$ cat config.mk
export PLATFORM = sky130hd
export DESIGN_NAME = mfpr_router
export DESIGN_NICKNAME = d
export VERILOG_FILES = /design/src/pkg/mfpr_pkg.sv /design/src/rtl/mfpr_router.sv /design/src/rtl/mfpr_sync.sv
export SDC_FILE = /design/constraint.sdc
export NUM_CORES = 1
export LEC_CHECK = 0
export BUFFER_PORTS_ARGS = -buffer_cell sky130_fd_sc_hd__buf_2
export CORE_MARGIN = 2
export CORE_UTILIZATION = 25
export CTS_CLUSTER_SIZE = 24
export DETAILED_ROUTE_END_ITERATION = 8
export SLEW_MARGIN = 5
export SYNTH_ARGS = -nofsm -noshare
export SYNTH_HDL_FRONTEND = slang
export SYNTH_SLANG_ARGS = --single-unit
$ cat constraint.sdc
create_clock -name MCLK_I -period 2.3 [get_ports MCLK_I]
set_input_delay 0 -clock MCLK_I [delete_from_list [all_inputs] [get_ports MCLK_I]]
set_output_delay 0 -clock MCLK_I [all_outputs]
set_load 0.1 [all_outputs]
$ cat src/pkg/mfpr_pkg.sv
package mfpr_pkg;
	localparam int unsigned NUM_PINS       = 8;
	localparam int unsigned NUM_REFS       = 8;
	localparam int unsigned NUM_CLK_OUTS   = 4;
	localparam int unsigned ADDR_W         = 12;
	localparam int unsigned DATA_W         = 8;
	localparam int unsigned CODE_W         = 7;
	localparam int unsigned DIR_BIT        = 7;
	localparam logic [11:0] PIN0_FUNC_ADDR = 12'h200;
	localparam logic [11:0] PIN7_FUNC_ADDR = 12'h207;
	localparam logic [7:0]  FUNC_RESET_VAL = 8'h00;
	localparam int unsigned SYNC_STAGES    = 2;
	localparam int unsigned WDOG_PULSE_CYC = 32;
	localparam int unsigned SYSCLK_DIV     = 32;

	// Output function codes
	localparam logic [6:0] OUT_STATIC_0    = 7'h00;
	localparam logic [6:0] OUT_STATIC_1    = 7'h01;
	localparam logic [6:0] OUT_SYSCLK_DIV  = 7'h02;
	localparam logic [6:0] OUT_WDOG        = 7'h03;
	localparam logic [6:0] OUT_REF_FAULT   = 7'h20;
	localparam logic [6:0] OUT_REF_VALID   = 7'h30;
	localparam logic [6:0] OUT_REF_ACTIVE  = 7'h40;
	localparam logic [6:0] OUT_DIST_SYNC   = 7'h50;

	// Input function codes
	localparam logic [6:0] IN_NONE         = 7'h00;
	localparam logic [6:0] IN_IO_UPDATE    = 7'h01;
	localparam logic [6:0] IN_POWER_DOWN   = 7'h02;
	localparam logic [6:0] IN_WDOG_RESET   = 7'h03;
	localparam logic [6:0] IN_IRQ_RESET    = 7'h04;
	localparam logic [6:0] IN_HIST_RESET   = 7'h05;
	localparam logic [6:0] IN_HOLDOVER     = 7'h10;
	localparam logic [6:0] IN_FREE_RUN     = 7'h11;
	localparam logic [6:0] IN_PHASE_RESET  = 7'h12;
	localparam logic [6:0] IN_PHASE_INC    = 7'h13;
	localparam logic [6:0] IN_PHASE_DEC    = 7'h14;
	localparam logic [6:0] IN_MON_OVERRIDE = 7'h20;
	localparam logic [6:0] IN_VAL_TIMEOUT  = 7'h30;
	localparam logic [6:0] IN_OUT_ENABLE   = 7'h40;
	localparam logic [6:0] IN_OUT_EN_ALL   = 7'h44;
	localparam logic [6:0] IN_DIST_SYNC    = 7'h45;
endpackage

$ cat src/rtl/mfpr_router.sv
// Summary of operation
// - Function byte top bit clear: pin is input, low seven bits pick a control.
// - Function byte top bit set: pin is output, low seven bits pick a status.
// - Output codes 32-39 fault, 48-55 valid, 64-71 active, order A,AA,B,BB,C,CC,D,DD.
// - Output code 80 shows the distribution sync pulse status.
// - Input codes 1-5: I/O update, power-down, watchdog, IRQ, history reset; 0 none.
// - Input codes 16-20: holdover, free run, phase offset reset, increment, decrement.
// - Input codes 32-39 monitor override, 48-55 validation timeout, per reference.
// - Input codes 64-67 enable one clock output, 68 all four, 69 sync.
// - Several pins on one control: lowest-numbered pin wins, others ignored.
// - Pin functions change only by register writes after reset, never by pins.
// - Watchdog timeout shows on an output pin as a 32-clock pulse.
`timescale 1ns/1ps
module mfpr_router
#(
	parameter int unsigned PINS = mfpr_pkg::NUM_PINS
) (
	input  wire logic                           MCLK_I,
	input  wire logic                           RSTN_I,
	input  wire logic                           CFG_WE_I,
	input  wire logic [mfpr_pkg::ADDR_W-1:0]    CFG_ADDR_I,
	input  wire logic [mfpr_pkg::DATA_W-1:0]    CFG_WDATA_I,
	output logic      [mfpr_pkg::DATA_W-1:0]    CFG_RDATA_O,
	input  wire logic [PINS-1:0]                GEN_PIN_I,
	output logic      [PINS-1:0]                GEN_PIN_O,
	output logic      [PINS-1:0]                GEN_PIN_OE_N_O,
	input  wire logic [mfpr_pkg::NUM_REFS-1:0]  REF_FAULT_I,
	input  wire logic [mfpr_pkg::NUM_REFS-1:0]  REF_VALID_I,
	input  wire logic [2:0]                     ACTIVE_REF_I,
	input  wire logic                           DIST_SYNC_PULSE_I,
	input  wire logic                           WDOG_TIMEOUT_I,
	output logic                                CTRL_IO_UPDATE_O,
	output logic                                CTRL_POWER_DOWN_O,
	output logic                                CTRL_WDOG_RESET_O,
	output logic                                CTRL_IRQ_RESET_O,
	output logic                                CTRL_HIST_RESET_O,
	output logic                                CTRL_HOLDOVER_O,
	output logic                                CTRL_FREE_RUN_O,
	output logic                                CTRL_PHASE_RESET_O,
	output logic                                CTRL_PHASE_INC_O,
	output logic                                CTRL_PHASE_DEC_O,
	output logic      [mfpr_pkg::NUM_REFS-1:0]  CTRL_MON_OVERRIDE_O,
	output logic      [mfpr_pkg::NUM_REFS-1:0]  CTRL_VAL_TIMEOUT_O,
	output logic      [mfpr_pkg::NUM_CLK_OUTS-1:0] CTRL_OUT_ENABLE_O,
	output logic                                CTRL_DIST_SYNC_O
);
	import mfpr_pkg::*;

	logic [DATA_W-1:0] func_ff [PINS];
	logic [PINS-1:0]   pin_sync;
	logic [DATA_W-1:0] rdata_ff;
	logic [4:0]        div_cnt_ff;
	logic [5:0]        wdog_cnt_ff;
	logic [PINS-1:0]   pin_out_ff;
	logic [PINS-1:0]   pin_oe_n_ff;
	logic [PINS-1:0]   nxt_pin_out;

	// Pin index arithmetic is three bits wide, so more than eight pins cannot be addressed
	if (PINS < 1 || PINS > 8)
	begin
		$error("mfpr_router: PINS must be 1 to 8");
	end

	// Two-flop synchroniser for the pad inputs
	mfpr_sync #(
		.WIDTH (PINS)
	) u_pin_sync (
		.MCLK_I  (MCLK_I),
		.RSTN_I  (RSTN_I),
		.ASYNC_I (GEN_PIN_I),
		.SYNC_O  (pin_sync)
	);

	function automatic logic addr_hit(input logic [ADDR_W-1:0] a);
		addr_hit = (a >= PIN0_FUNC_ADDR) && (a <= PIN7_FUNC_ADDR)
			&& ((a - PIN0_FUNC_ADDR) < ADDR_W'(PINS));
	endfunction

	// Level driven by the lowest-numbered input pin that selects this code
	function automatic logic pin_ctrl(input logic [CODE_W-1:0] code,
		input logic [PINS-1:0] lvl, input logic [DATA_W-1:0] f [PINS]);
		logic hit;
		hit = 1'b0;
		pin_ctrl = 1'b0;
		for (int p = 0; p < PINS; p++)
		begin
			if (!hit && !f[p][DIR_BIT] && f[p][CODE_W-1:0] == code && code != IN_NONE)
			begin
				hit = 1'b1;
				pin_ctrl = lvl[p];
			end
		end
	endfunction

	// Configuration is touched only by the register port, so pad levels after reset never alter it
	always_ff @(posedge MCLK_I)
	begin
		if (!RSTN_I)
		begin
			for (int p = 0; p < PINS; p++)
				func_ff[p] <= FUNC_RESET_VAL;
		end
		else if (CFG_WE_I && addr_hit(CFG_ADDR_I))
		begin
			func_ff[3'(CFG_ADDR_I - PIN0_FUNC_ADDR)] <= CFG_WDATA_I;
		end
	end

	always_ff @(posedge MCLK_I)
	begin
		if (!RSTN_I)
			rdata_ff <= '0;
		else if (addr_hit(CFG_ADDR_I))
			rdata_ff <= func_ff[3'(CFG_ADDR_I - PIN0_FUNC_ADDR)];
		else
			rdata_ff <= '0;
	end

	assign CFG_RDATA_O = rdata_ff;

	// System clock divided by 32
	always_ff @(posedge MCLK_I)
	begin
		if (!RSTN_I)
			div_cnt_ff <= '0;
		else
			div_cnt_ff <= div_cnt_ff + 5'h01;
	end

	// Stretch each timeout event; a new event restarts the full width
	always_ff @(posedge MCLK_I)
	begin
		if (!RSTN_I)
			wdog_cnt_ff <= '0;
		else if (WDOG_TIMEOUT_I)
			wdog_cnt_ff <= 6'(WDOG_PULSE_CYC);
		else if (wdog_cnt_ff != 6'h00)
			wdog_cnt_ff <= wdog_cnt_ff - 6'h01;
	end

	always_comb
	begin
		logic [CODE_W-1:0] c;
		c = '0;
		for (int p = 0; p < PINS; p++)
		begin
			c = func_ff[p][CODE_W-1:0];
			nxt_pin_out[p] = 1'b0;
			if (c == OUT_STATIC_1)
				nxt_pin_out[p] = 1'b1;
			else if (c == OUT_SYSCLK_DIV)
				nxt_pin_out[p] = div_cnt_ff[4];
			else if (c == OUT_WDOG)
				nxt_pin_out[p] = (wdog_cnt_ff != 6'h00);
			else if (c >= OUT_REF_FAULT && c < OUT_REF_FAULT + 7'h08)
				nxt_pin_out[p] = REF_FAULT_I[3'(c - OUT_REF_FAULT)];
			else if (c >= OUT_REF_VALID && c < OUT_REF_VALID + 7'h08)
				nxt_pin_out[p] = REF_VALID_I[3'(c - OUT_REF_VALID)];
			else if (c >= OUT_REF_ACTIVE && c < OUT_REF_ACTIVE + 7'h08)
				nxt_pin_out[p] = (ACTIVE_REF_I == 3'(c - OUT_REF_ACTIVE));
			else if (c == OUT_DIST_SYNC)
				nxt_pin_out[p] = DIST_SYNC_PULSE_I;
			if (!func_ff[p][DIR_BIT])
				nxt_pin_out[p] = 1'b0;
		end
	end

	// Pad drivers registered so the enable and data change together
	always_ff @(posedge MCLK_I)
	begin
		if (!RSTN_I)
		begin
			pin_out_ff  <= '0;
			pin_oe_n_ff <= '1;
		end
		else
		begin
			pin_out_ff <= nxt_pin_out;
			for (int p = 0; p < PINS; p++)
				pin_oe_n_ff[p] <= ~func_ff[p][DIR_BIT];
		end
	end

	assign GEN_PIN_O      = pin_out_ff;
	assign GEN_PIN_OE_N_O = pin_oe_n_ff;

	// Control outputs from flops; adds one cycle after the synchroniser
	always_ff @(posedge MCLK_I)
	begin
		if (!RSTN_I)
		begin
			CTRL_IO_UPDATE_O    <= 1'b0;
			CTRL_POWER_DOWN_O   <= 1'b0;
			CTRL_WDOG_RESET_O   <= 1'b0;
			CTRL_IRQ_RESET_O    <= 1'b0;
			CTRL_HIST_RESET_O   <= 1'b0;
			CTRL_HOLDOVER_O     <= 1'b0;
			CTRL_FREE_RUN_O     <= 1'b0;
			CTRL_PHASE_RESET_O  <= 1'b0;
			CTRL_PHASE_INC_O    <= 1'b0;
			CTRL_PHASE_DEC_O    <= 1'b0;
			CTRL_MON_OVERRIDE_O <= '0;
			CTRL_VAL_TIMEOUT_O  <= '0;
			CTRL_OUT_ENABLE_O   <= '0;
			CTRL_DIST_SYNC_O    <= 1'b0;
		end
		else
		begin
			CTRL_IO_UPDATE_O   <= pin_ctrl(IN_IO_UPDATE, pin_sync, func_ff);
			CTRL_POWER_DOWN_O  <= pin_ctrl(IN_POWER_DOWN, pin_sync, func_ff);
			CTRL_WDOG_RESET_O  <= pin_ctrl(IN_WDOG_RESET, pin_sync, func_ff);
			CTRL_IRQ_RESET_O   <= pin_ctrl(IN_IRQ_RESET, pin_sync, func_ff);
			CTRL_HIST_RESET_O  <= pin_ctrl(IN_HIST_RESET, pin_sync, func_ff);
			CTRL_HOLDOVER_O    <= pin_ctrl(IN_HOLDOVER, pin_sync, func_ff);
			CTRL_FREE_RUN_O    <= pin_ctrl(IN_FREE_RUN, pin_sync, func_ff);
			CTRL_PHASE_RESET_O <= pin_ctrl(IN_PHASE_RESET, pin_sync, func_ff);
			CTRL_PHASE_INC_O   <= pin_ctrl(IN_PHASE_INC, pin_sync, func_ff);
			CTRL_PHASE_DEC_O   <= pin_ctrl(IN_PHASE_DEC, pin_sync, func_ff);
			for (int r = 0; r < NUM_REFS; r++)
			begin
				CTRL_MON_OVERRIDE_O[r] <= pin_ctrl(IN_MON_OVERRIDE + 7'(r), pin_sync, func_ff);
				CTRL_VAL_TIMEOUT_O[r]  <= pin_ctrl(IN_VAL_TIMEOUT + 7'(r), pin_sync, func_ff);
			end
			// The all-outputs code is its own control, so it ORs with the single enables
			for (int k = 0; k < NUM_CLK_OUTS; k++)
				CTRL_OUT_ENABLE_O[k] <= pin_ctrl(IN_OUT_ENABLE + 7'(k), pin_sync, func_ff)
					| pin_ctrl(IN_OUT_EN_ALL, pin_sync, func_ff);
			CTRL_DIST_SYNC_O <= pin_ctrl(IN_DIST_SYNC, pin_sync, func_ff);
		end
	end
endmodule

$ cat src/rtl/mfpr_sync.sv
`timescale 1ns/1ps
module mfpr_sync #(
	parameter int unsigned WIDTH = 8
) (
	input  wire logic             MCLK_I,
	input  wire logic             RSTN_I,
	input  wire logic [WIDTH-1:0] ASYNC_I,
	output logic      [WIDTH-1:0] SYNC_O
);
	logic [WIDTH-1:0] meta_ff;
	logic [WIDTH-1:0] sync_ff;

	if (WIDTH < 1)
	begin
		$error("mfpr_sync: WIDTH must be at least 1");
	end

	// First stage feeds only the second stage
	always_ff @(posedge MCLK_I)
	begin
		if (!RSTN_I)
		begin
			meta_ff <= '0;
			sync_ff <= '0;
		end
		else
		begin
			meta_ff <= ASYNC_I;
			sync_ff <= meta_ff;
		end
	end

	assign SYNC_O = sync_ff;
endmodule

==> impl_metrics.yaml, run 1 <==
clock_tree:
  cts_buffers: 17
  cts-htree-levels: 4
  cts_sinks: 146
  clkLatencyLatePin_ns: 0.50
  tritoncts: "built"
  root_buffer: "clkbuf_16"
  clk_pin_slew_ns: 0.07
  clockBufferDepth: 2
logic_synthesis:
  synth.most_common_cell: "nor2_1"
  synthArstFlopShare_pct: 0
  synth.cell_area_um2: 12610
  synth_top_area_share_pct: 23.18
  ys_seq_area_share_pct: 23.18
  synth_area_leaders: "dfxtp_1 (23%), mux4_2 (9.5%), mux2i_1 (6.3%), nor2_1 (6.0%), nand2_1 (4.9%)"
  yosysTopAreaCell: "dfxtp_1"
  synthFlopType: "dfxtp_1"
  synthDistinctLibCells: 99
  synth_edf_count: 0
  syn_area_per_cell_um2: 7.821
  synth_warnings: 0
  ys_top_cells_by_count: "nor2_1 (203), nand2_1 (166), dfxtp_1 (146)"
  synth_fp_nets: 1667
  synthCells: 1612
  yosys_register_bits: 146
outcome:
  status: "complete, no violations"
timing:
  rsz0062_at_grt: "true"
  slew_violations: 0
  tightest_slew_ns: 0.5817
  period_minus_slack_ns: 2.261
  period_share_pct: 98.31
  final_hold_viol_count: 0
  setup_violations: 0
  maxSlewHeadroom_pct: 60.81
  skew_ns: 0.01941
  max_freq_mhz: 442.3
place:
  dpl.cell_count: 2672
  place.port_buffers: 106
  place_congestion: 0.9856
  dp_hpwl_um: 57190
  placement.cell_area_um2: 16640
power:
  clock_power_share_pct: 50.8
  comb_power_share_pct: 10.6
  swShare_pct: 26.78
  cellPowerDensity_nw_per_um2: 379.9
  p_int_mw: 4.951
  p_leak_nw: 7.186
  p_switching_mw: 1.811
  ir_drop_mv: 0.5310
  p_seq_share_pct: 38.5
setup_path:
  arrival_ns: 2.62
  endpoint_kind: "flip-flop"
  worst-path-max-fanout: 10
  crit_type: "flip-flop to flip-flop"
  cp.required_ns: 2.66
  worstSetupStartpointType: "flip-flop"
  worstRegToRegCells: 8
cells_and_area:
  fin_area_um2: 17800
  drive_above_1_share_pct: 35.85
  fin_nets: 2096
  area_delta_synth_final_pct: 41.18
  finalNonFillerCells: 2725
  n_antenna_cell: 0
global_route:
  antenna_found_initial: 1
  grt_first_pass_wirelength_um: 101600
  globalRouteTotalUtil_pct: 26.72
  grt_pass1_vias: 14550
  grt_max_degree: 36
  grt_overflow: 0
min_path:
  holdCritPathClass: "input pin to flip-flop"
  hold_depth: 3
detailed_routing:
  wl_met1_um: 30470
  drc: 0
  ant_nets: 0
  met3_length_um: 5437
  wl_per_cell_um: 26.11
  routed_wl_um: 71140
  drt_iter0_markers: 1951
  wl_met2_um: 31450
  vias: 15480
  viasPerCell: 5.679
  top_layer: "met4"
  dr.pass1.iters: 5
die:
  start_util_pct: 25.23
  fp.coreArea_um2: 49970
  die_x_um: 228.6
  die_h_um: 228.6
  placementRows: 82
  die_area_um2: 52240
  ios: 107
run:
  cap_violations: 0
-- final cells by class --
cell class              instances  area, um^2
fillers                      5221       32170
multi-input cells            1301        9161
repair buffers                557        4105
flip-flops and latches        146        2942
well taps                     672       840.8
clock buffers                  20       456.7
clock inverters                11       225.2
inverters                      18       67.56
-- critical path, cell delays in order (launching register included) --
cell and delay, ns:
dfxtp_1 0.33, buf_4 0.19, nor3b_2 0.36, buf_4 0.24, nand4_1 0.20, o31ai_1 0.15
nor3_1 0.11, and4_1 0.21, o31a_1 0.32
-- power by group through the flow --
stage                     Sequential [mW]  Combinational, mW  Clock [mW]
final                                2.61              0.720        3.44
after global routing                 2.61              0.753        3.58
after CTS                            2.60              0.712        3.50
after detailed placement             2.66              0.678           0
after global placement               2.66              0.663           0
after floorplan                      2.65              0.374           0
-- stage by stage --
| stage | power [mW] | util [%] | hold WS (ns) | setup WS (ns) | TNS [ns] |
|---|---|---|---|---|---|
| global placement | 3.324 | 33.31 | 0.2056 | -0.1287 | -0.5071 |
| floorplan | 3.020 | - | 0.1273 | 0.2315 | 0 |
| finish | 6.762 | 35.62 | 0.04535 | 0.03891 | 0 |
| detailed placement | 3.340 | 33.31 | 0.2128 | -0.09420 | -0.3183 |
| global route | 6.941 | 35.62 | 0.06860 | -0.02500 | -0.05380 |
| CTS | 6.815 | 35.14 | 0.01406 | 0.005012 | 0 |
-- cells in the final DEF, fill, tap and decap left out, drive strengths merged, types with 29 or more instances in the layout --
master	count
buf	536
nor2	208
nand2	168
dfxtp	146
nand3	91
mux2i	79
o21ai	66
nor3	63
a21oi	62
mux4	55
nor3b	33
and3	32
and2	31
a31oi	29
-- timing repair --
item,4_1_cts,5_1_grt
pin swaps,1,7
buffers inserted,0,1
hold endpoints to repair,81,0
endpoints found under the setup margin,8,28
resized for setup,8,62
hold buffers,21,0
-- state kept, by name (all words and copies together) (netlist names) --
register	cells
GEN_PIN_OE_N_O	8
CFG_RDATA_O	8
GEN_PIN_O	8
CTRL_IRQ_RESET_O	1
CTRL_WDOG_RESET_O	1
func_ff	64
CTRL_MON_OVERRIDE_O	8
CTRL_PHASE_INC_O	1
CTRL_FREE_RUN_O	1
CTRL_PHASE_RESET_O	1
CTRL_OUT_ENABLE_O	4
div_cnt_ff	5
wdog_cnt_ff	6
CTRL_VAL_TIMEOUT_O	8
CTRL_HOLDOVER_O	1
CTRL_HIST_RESET_O	1
CTRL_IO_UPDATE_O	1
CTRL_DIST_SYNC_O	1
CTRL_PHASE_DEC_O	1
u_pin_sync.SYNC_O	8
u_pin_sync.meta_ff	8
CTRL_POWER_DOWN_O	1
-- worst paths after layout --
check | end | slack (ns) | startpoint
setup / recovery | CTRL_OUT_ENABLE_O[2] | 0.04 | func_ff[38]
setup reg to reg | CTRL_OUT_ENABLE_O[2] | 0.04 | func_ff[38]
hold reg to reg | u_pin_sync.SYNC_O[5] | 0.42 | u_pin_sync.meta_ff[5]
hold / removal | CFG_RDATA_O[0] | 0.05 | CFG_ADDR_I[1]
-- routing by layer --
layer | GRT usage, % | up-vias
li1 | - | 6885
met1 | 35.51 | 7525
met2 | 41.68 | 890
met3 | 4.441 | 176
met4 | 13.64 | 0
met5 | 0 | -
-- cells by family after synthesis --
group                      share of synthesized area, %
AOI/OAI and AO/OA                                 18.06
xor gates and xnor gates                          2.154
muxes                                             16.60
DFF                                               23.18
buffers and inverters                             5.974
adders and majority gates                        0.2978
and+or+nand+nor                                   33.72
No activity file was read; power rests on OpenSTA's default activity.
==> run 2: changes to the inputs <==
GPL_TIMING_DRIVEN = 0   (was unset)
==> impl_metrics.yaml, run 2 (synthesized netlist as in run 1, its figures left out) <==
clock_tree:
  cts_sinks: 146
  root_buffer: "clkbuf_16"
  clk_pin_slew_ns: 0.07
  cts_buffers: 17
  clkLatencyLatePin_ns: 0.50
  cts-htree-levels: 4
  clockBufferDepth: 2
  tritoncts: "built"
timing:
  final_hold_viol_count: 0
  period_share_pct: 103.6
  max_freq_mhz: 419.8
  setup_violations: 3
  tightest_slew_ns: 1.263
  rsz0062_at_grt: "true"
  slew_violations: 0
  period_minus_slack_ns: 2.382
  maxSlewHeadroom_pct: 15.83
  skew_ns: 0.01354
  worst_slack_ns: -0.08214
  fin_tns_setup_ns: -0.1727
cells_and_area:
  finalNonFillerCells: 2482
  area_delta_synth_final_pct: 32.25
  largest_reg_flops: 64
  drive_above_1_share_pct: 33.20
  final_cell_mix: "nor2_1 (177), nand2_1 (155), dfxtp_1 (126), buf_2 (105), buf_4 (90)"
  n_fill_cell: 5293
  fin_nets: 1852
  final_common_cell: "nor2_1"
  fin_area_um2: 16670
  largest-register: "func_ff"
  n_antenna_cell: 0
global_route:
  grt_max_degree: 17
  grt_pass1_vias: 13900
  grt_first_pass_wirelength_um: 102000
  globalRouteTotalUtil_pct: 27.13
  grt_overflow: 0
  antenna_found_initial: 2
detailed_routing:
  drt_iter0_markers: 2075
  ant_nets: 0
  drc: 0
  dr.pass1.iters: 6
  wl_met1_um: 29310
  top_layer: "met5"
  met3_length_um: 6641
  wl_per_cell_um: 29.15
  viasPerCell: 6.060
  vias: 15040
  routed_wl_um: 72350
  wl_met2_um: 31800
power:
  cellPowerDensity_nw_per_um2: 365.0
  p_seq_share_pct: 42.8
  p_int_mw: 4.321
  comb_power_share_pct: 11.3
  ir_drop_mv: 0.4716
  p_switching_mw: 1.765
  power_mw: 6.087
  swShare_pct: 29.00
  p_leak_nw: 5.926
  clock_power_share_pct: 45.9
die:
  die_area_um2: 52240
  start_util_pct: 25.23
  placementRows: 82
  ios: 107
  fp.coreArea_um2: 49970
  die_x_um: 228.6
  die_h_um: 228.6
setup_path:
  crit_chain: "buf_6, and4bb_4, nand2_2, o221ai_2, o21ai_0, a21oi_1, o21bai_1, a221oi_2"
  worst-path-max-fanout: 10
  regToRegStartpoint: "func_ff[19]"
  arrival_ns: 2.73
  cp-startpoint: "func_ff[19]"
  max_stage_delay_ns: 0.43
  reg2reg_slack_ns: -0.08
  endpoint_kind: "flip-flop"
  timing.rr.end: "CTRL_VAL_TIMEOUT_O[7]"
  crit_type: "flip-flop to flip-flop"
  worstSetupStartpointType: "flip-flop"
  worstRegToRegCells: 8
  slowest_stage: "a221oi_2"
  cp.required_ns: 2.65
min_path:
  hold_end: "func_ff[63]"
  hold_depth: 4
  holdCritPathClass: "input pin to flip-flop"
  worstHoldStart: "CFG_ADDR_I[1]"
place:
  place_congestion: 1.027
  dp_hpwl_um: 56170
  place.port_buffers: 90
  dpl.cell_count: 2374
  placement.cell_area_um2: 13900
run:
  cap_violations: 0
outcome:
  violations: "setup timing"
  status: "finished with violations"
run 2: routing by layer:
layer,vias up,track usage [%]
met1,7363,34.82
met2,1030,42.20
met4,4,15.30
met5,-,0
met3,241,5.788
li1,6402,-
run 2: repair_timing:
action                                  CTS  global route
pin swaps                                30            43
hold endpoints to repair                 16             0
hold buffers                             11             0
gates resized for setup                 263           153
buffers inserted                         37            37
endpoints found under the setup margin   44            34
run 2: cell type report:
type	instances	area [um^2]	share of cell area (%)
well taps	672	840.8	5.043
plain buffers	138	904.6	5.425
flip-flops and latches	146	2950	17.69
multi-input cells	1301	10140	60.82
clock inverters	9	67.56	0.4052
clock buffers	23	498.0	2.987
repair buffers	175	1202	7.211
inverters	18	68.82	0.4127
run 2: power by group through the flow:
stage                     Clock (mW)  Sequential, mW  Combinational, mW
final                           2.79            2.61              0.687
after global routing            2.96            2.61              0.714
after CTS                       2.85            2.60              0.658
after detailed placement           0            2.65              0.637
after global placement             0            2.65              0.630
after floorplan                    0            2.65              0.374
run 2: worst max-delay path by stage:
stage                             to  cells past startpoint
3_5_place_dp        CTRL_PHASE_INC_O                      8
3_3_place_gp        CTRL_PHASE_INC_O                      8
2_1_floorplan           GEN_PIN_O[5]                      6
6_report       CTRL_VAL_TIMEOUT_O[7]                      8
4_1_cts         CTRL_OUT_ENABLE_O[0]                      9
5_1_grt         CTRL_OUT_ENABLE_O[0]                      9
run 2: through the flow:
step	util [%]	hold WS (ns)	worst slack [ns]
finish	33.37	0.02600	-0.08214
global route	33.37	0.06246	-0.04093
CTS	31.74	0.01246	-0.02468
detailed placement	27.82	0.2154	-0.8260
global placement	27.82	0.2106	-0.8854
floorplan	-	0.1273	0.2315
run 2: worst max-delay path: cells and delay by family (launching register included):
kind	cells	cell delay, ns
AOI/OAI and AO/OA	5	1.23
DFF	1	0.32
and+or+nand+nor	2	0.52
buffers and inverters	1	0.16
==> run 3: changes to the inputs <==
ABC_AREA = 1   (was unset)
CTS_CLUSTER_DIAMETER = 150   (was unset)
==> impl_metrics.yaml, run 3 <==
outcome:
  status: "complete, no violations"
detailed_routing:
  dr.pass1.iters: 6
  routed_wl_um: 65530
  drc: 0
  vias: 16220
  ant_nets: 0
  drt_iter0_markers: 1993
  wl_per_cell_um: 21.75
  viasPerCell: 5.382
global_route:
  grt_max_degree: 17
  grt_overflow: 0
  antenna_found_initial: 0
  globalRouteTotalUtil_pct: 24.24
  grt_first_pass_wirelength_um: 94820
  grt_pass1_vias: 15080
cells_and_area:
  fin_area_um2: 15660
  n_fill_cell: 5845
  area_delta_synth_final_pct: 21.26
  final_cell_mix: "nand2_1 (399), nor2_1 (344), inv_1 (247), nand3_1 (144), dfxtp_1 (126)"
  finalNonFillerCells: 3013
  largest-register: "func_ff"
  utilization_pct: 30.58
  n_antenna_cell: 0
  drive_above_1_share_pct: 19.29
  largest_reg_flops: 64
  fin_nets: 2375
  final_common_cell: "nand2_1"
setup_path:
  crit_type: "flip-flop to flip-flop"
  endpoint_kind: "flip-flop"
  timing.rr.end: "CTRL_MON_OVERRIDE_O[6]"
  worstSetupStartpointType: "flip-flop"
  cp.required_ns: 2.71
  arrival_ns: 2.69
  regToRegStartpoint: "func_ff[21]"
  worstRegToRegCells: 9
  reg2reg_slack_ns: 0.02
  worst-path-max-fanout: 6
place:
  placement.cell_area_um2: 14240
  dp_hpwl_um: 53380
  place_congestion: 1.021
  dpl.cell_count: 2962
  place.port_buffers: 95
timing:
  setup_violations: 0
  period_minus_slack_ns: 2.281
  maxSlewHeadroom_pct: 24.83
  rsz0062_at_grt: "true"
  final_hold_viol_count: 0
  skew_ns: 0.03260
  period_share_pct: 99.18
  max_freq_mhz: 438.4
  whs_ns: 0.008258
  slew_violations: 0
  tightest_slew_ns: 1.128
logic_synthesis:
  synth_warnings: 0
  yosysTopAreaCell: "dfxtp_1"
  synthArstFlopShare_pct: 0
  syn_area_per_cell_um2: 5.903
  synth_fp_nets: 2242
  synth.cell_area_um2: 12910
  ys_seq_area_share_pct: 22.64
  synthCells: 2187
  synthFlopType: "dfxtp_1"
  synth_top_area_share_pct: 22.64
  synthDistinctLibCells: 58
  yosys_register_bits: 146
  ys_top_cells_by_count: "nand2_1 (414), nor2_1 (403), inv_1 (255)"
  synth_area_leaders: "dfxtp_1 (23%), nand2_1 (12%), nor2_1 (12%), inv_1 (7.4%), nand3_1 (5.9%)"
  synth.most_common_cell: "nand2_1"
  synth_edf_count: 0
power:
  p_leak_nw: 6.190
  cellPowerDensity_nw_per_um2: 393.7
  p_int_mw: 4.325
  p_seq_share_pct: 42.2
  comb_power_share_pct: 11.4
  swShare_pct: 29.83
  ir_drop_mv: 0.6082
  p_switching_mw: 1.838
  clock_power_share_pct: 46.4
clock_tree:
  cts-htree-levels: 4
  clkLatencyLatePin_ns: 0.50
  cts_buffers: 17
  root_buffer: "clkbuf_16"
  tritoncts: "built"
  cts_sinks: 146
  clk_pin_slew_ns: 0.07
  clockBufferDepth: 2
die:
  die_area_um2: 53470
  fp.coreArea_um2: 51200
  ios: 107
  placementRows: 83
  die_h_um: 231.2
  die_x_um: 231.2
  start_util_pct: 25.22
min_path:
  hold_depth: 3
  hold_end: "func_ff[45]"
  holdCritPathClass: "input pin to flip-flop"
  worstHoldStart: "CFG_WDATA_I[5]"
run:
  cap_violations: 0
-- run 3: cell types whose count changed in the layout (fill, tap and decap cells not counted), sizes merged, moves of 49 or more --
cell,change
a211oi,+49
inv,+261
mux2i,-79
o21ai,+55
mux4,-55
nand3,+67
nand4,+66
buf,-78
nor2,+250
nand2,+263
-- run 3: stage by stage --
stage	power, mW	TNS (ns)	worst slack, ns
after CTS	6.198	0	0.004107
after detailed placement	3.263	-5.331	-0.5520
after global placement	3.266	-5.597	-0.5469
final	6.163	0	0.01890
after floorplan	2.986	0	0.6458
after global routing	6.420	-0.1178	-0.03708
-- run 3: power by group through the flow --
| stage | logic [mW] | clock network, mW | registers, mW |
|---|---|---|---|
| floorplan | 0.347 | 0 | 2.64 |
| global placement | 0.622 | 0 | 2.64 |
| detailed placement | 0.619 | 0 | 2.64 |
| CTS | 0.643 | 2.96 | 2.59 |
| global route | 0.754 | 3.07 | 2.60 |
| finish | 0.703 | 2.86 | 2.60 |
-- run 3: timing repair --
action                     CTS  global route
pin swaps                    2            12
buffers inserted             3            11
hold buffers                10             0
hold endpoints to repair    20             0
gates resized for setup     36           161
setup endpoints to repair   30            35
-- run 3: critical path: stages (launching register included) --
cell and delay, ns:
dfxtp_2 0.45, inv_1 0.14, nor3_4 0.36, inv_1 0.23
nor2_1 0.18, nand2_1 0.11, o211ai_1 0.10, o21ai_0 0.17
a21oi_1 0.18, o21a_1 0.26
-- run 3: kinds of logic (layout without fill, tap and decap cells) --
kind of cell / Yosys count / after routing / share of synthesized area (%)
fa+ha+maj: 3 / 3 / 0.2908
simple gates: 1260 / 1260 / 45.15
xor+xnor: 28 / 28 / 1.900
flops: 146 / 146 / 22.64
compound gates: 372 / 372 / 18.13
buf+inv: 378 / 524 / 11.88
-- run 3: area by class of cell --
type	instances	area [um^2]	area share, %
Clock buffer	18	439.2	2.805
Inverter	282	1069	6.825
Buffer	91	480.5	3.069
Clock inverter	14	143.9	0.9191
Tap cell	680	850.8	5.435
Timing Repair Buffer	119	693.2	4.428
Multi-Input combinational cell	1663	9031	57.69
Sequential cell	146	2948	18.83
-- run 3: how the worst max path moves through the flow --
stage / startpoint / depth (start not counted) / to / slack, ns
floorplan: func_ff[48] / 14 / CTRL_OUT_ENABLE_O[1] / 0.65
global placement: wdog_cnt_ff[0] / 11 / GEN_PIN_O[4] / -0.55
detailed placement: wdog_cnt_ff[0] / 11 / GEN_PIN_O[4] / -0.55
CTS: func_ff[53] / 11 / CTRL_MON_OVERRIDE_O[5] / 0.004
global route: func_ff[34] / 14 / CTRL_OUT_ENABLE_O[3] / -0.04
finish: func_ff[21] / 9 / CTRL_MON_OVERRIDE_O[6] / 0.02
-- run 3: routing by layer --
metal | global-route usage (%) | vias to the layer above | part of all wire (%)
met3 | 4.552 | 157 | 9.6
li1 | - | 7592 | -
met1 | 32.01 | 7566 | 42
met4 | 13.06 | 0 | 5.1
met5 | 0 | - | 0
met2 | 37.20 | 900 | 44
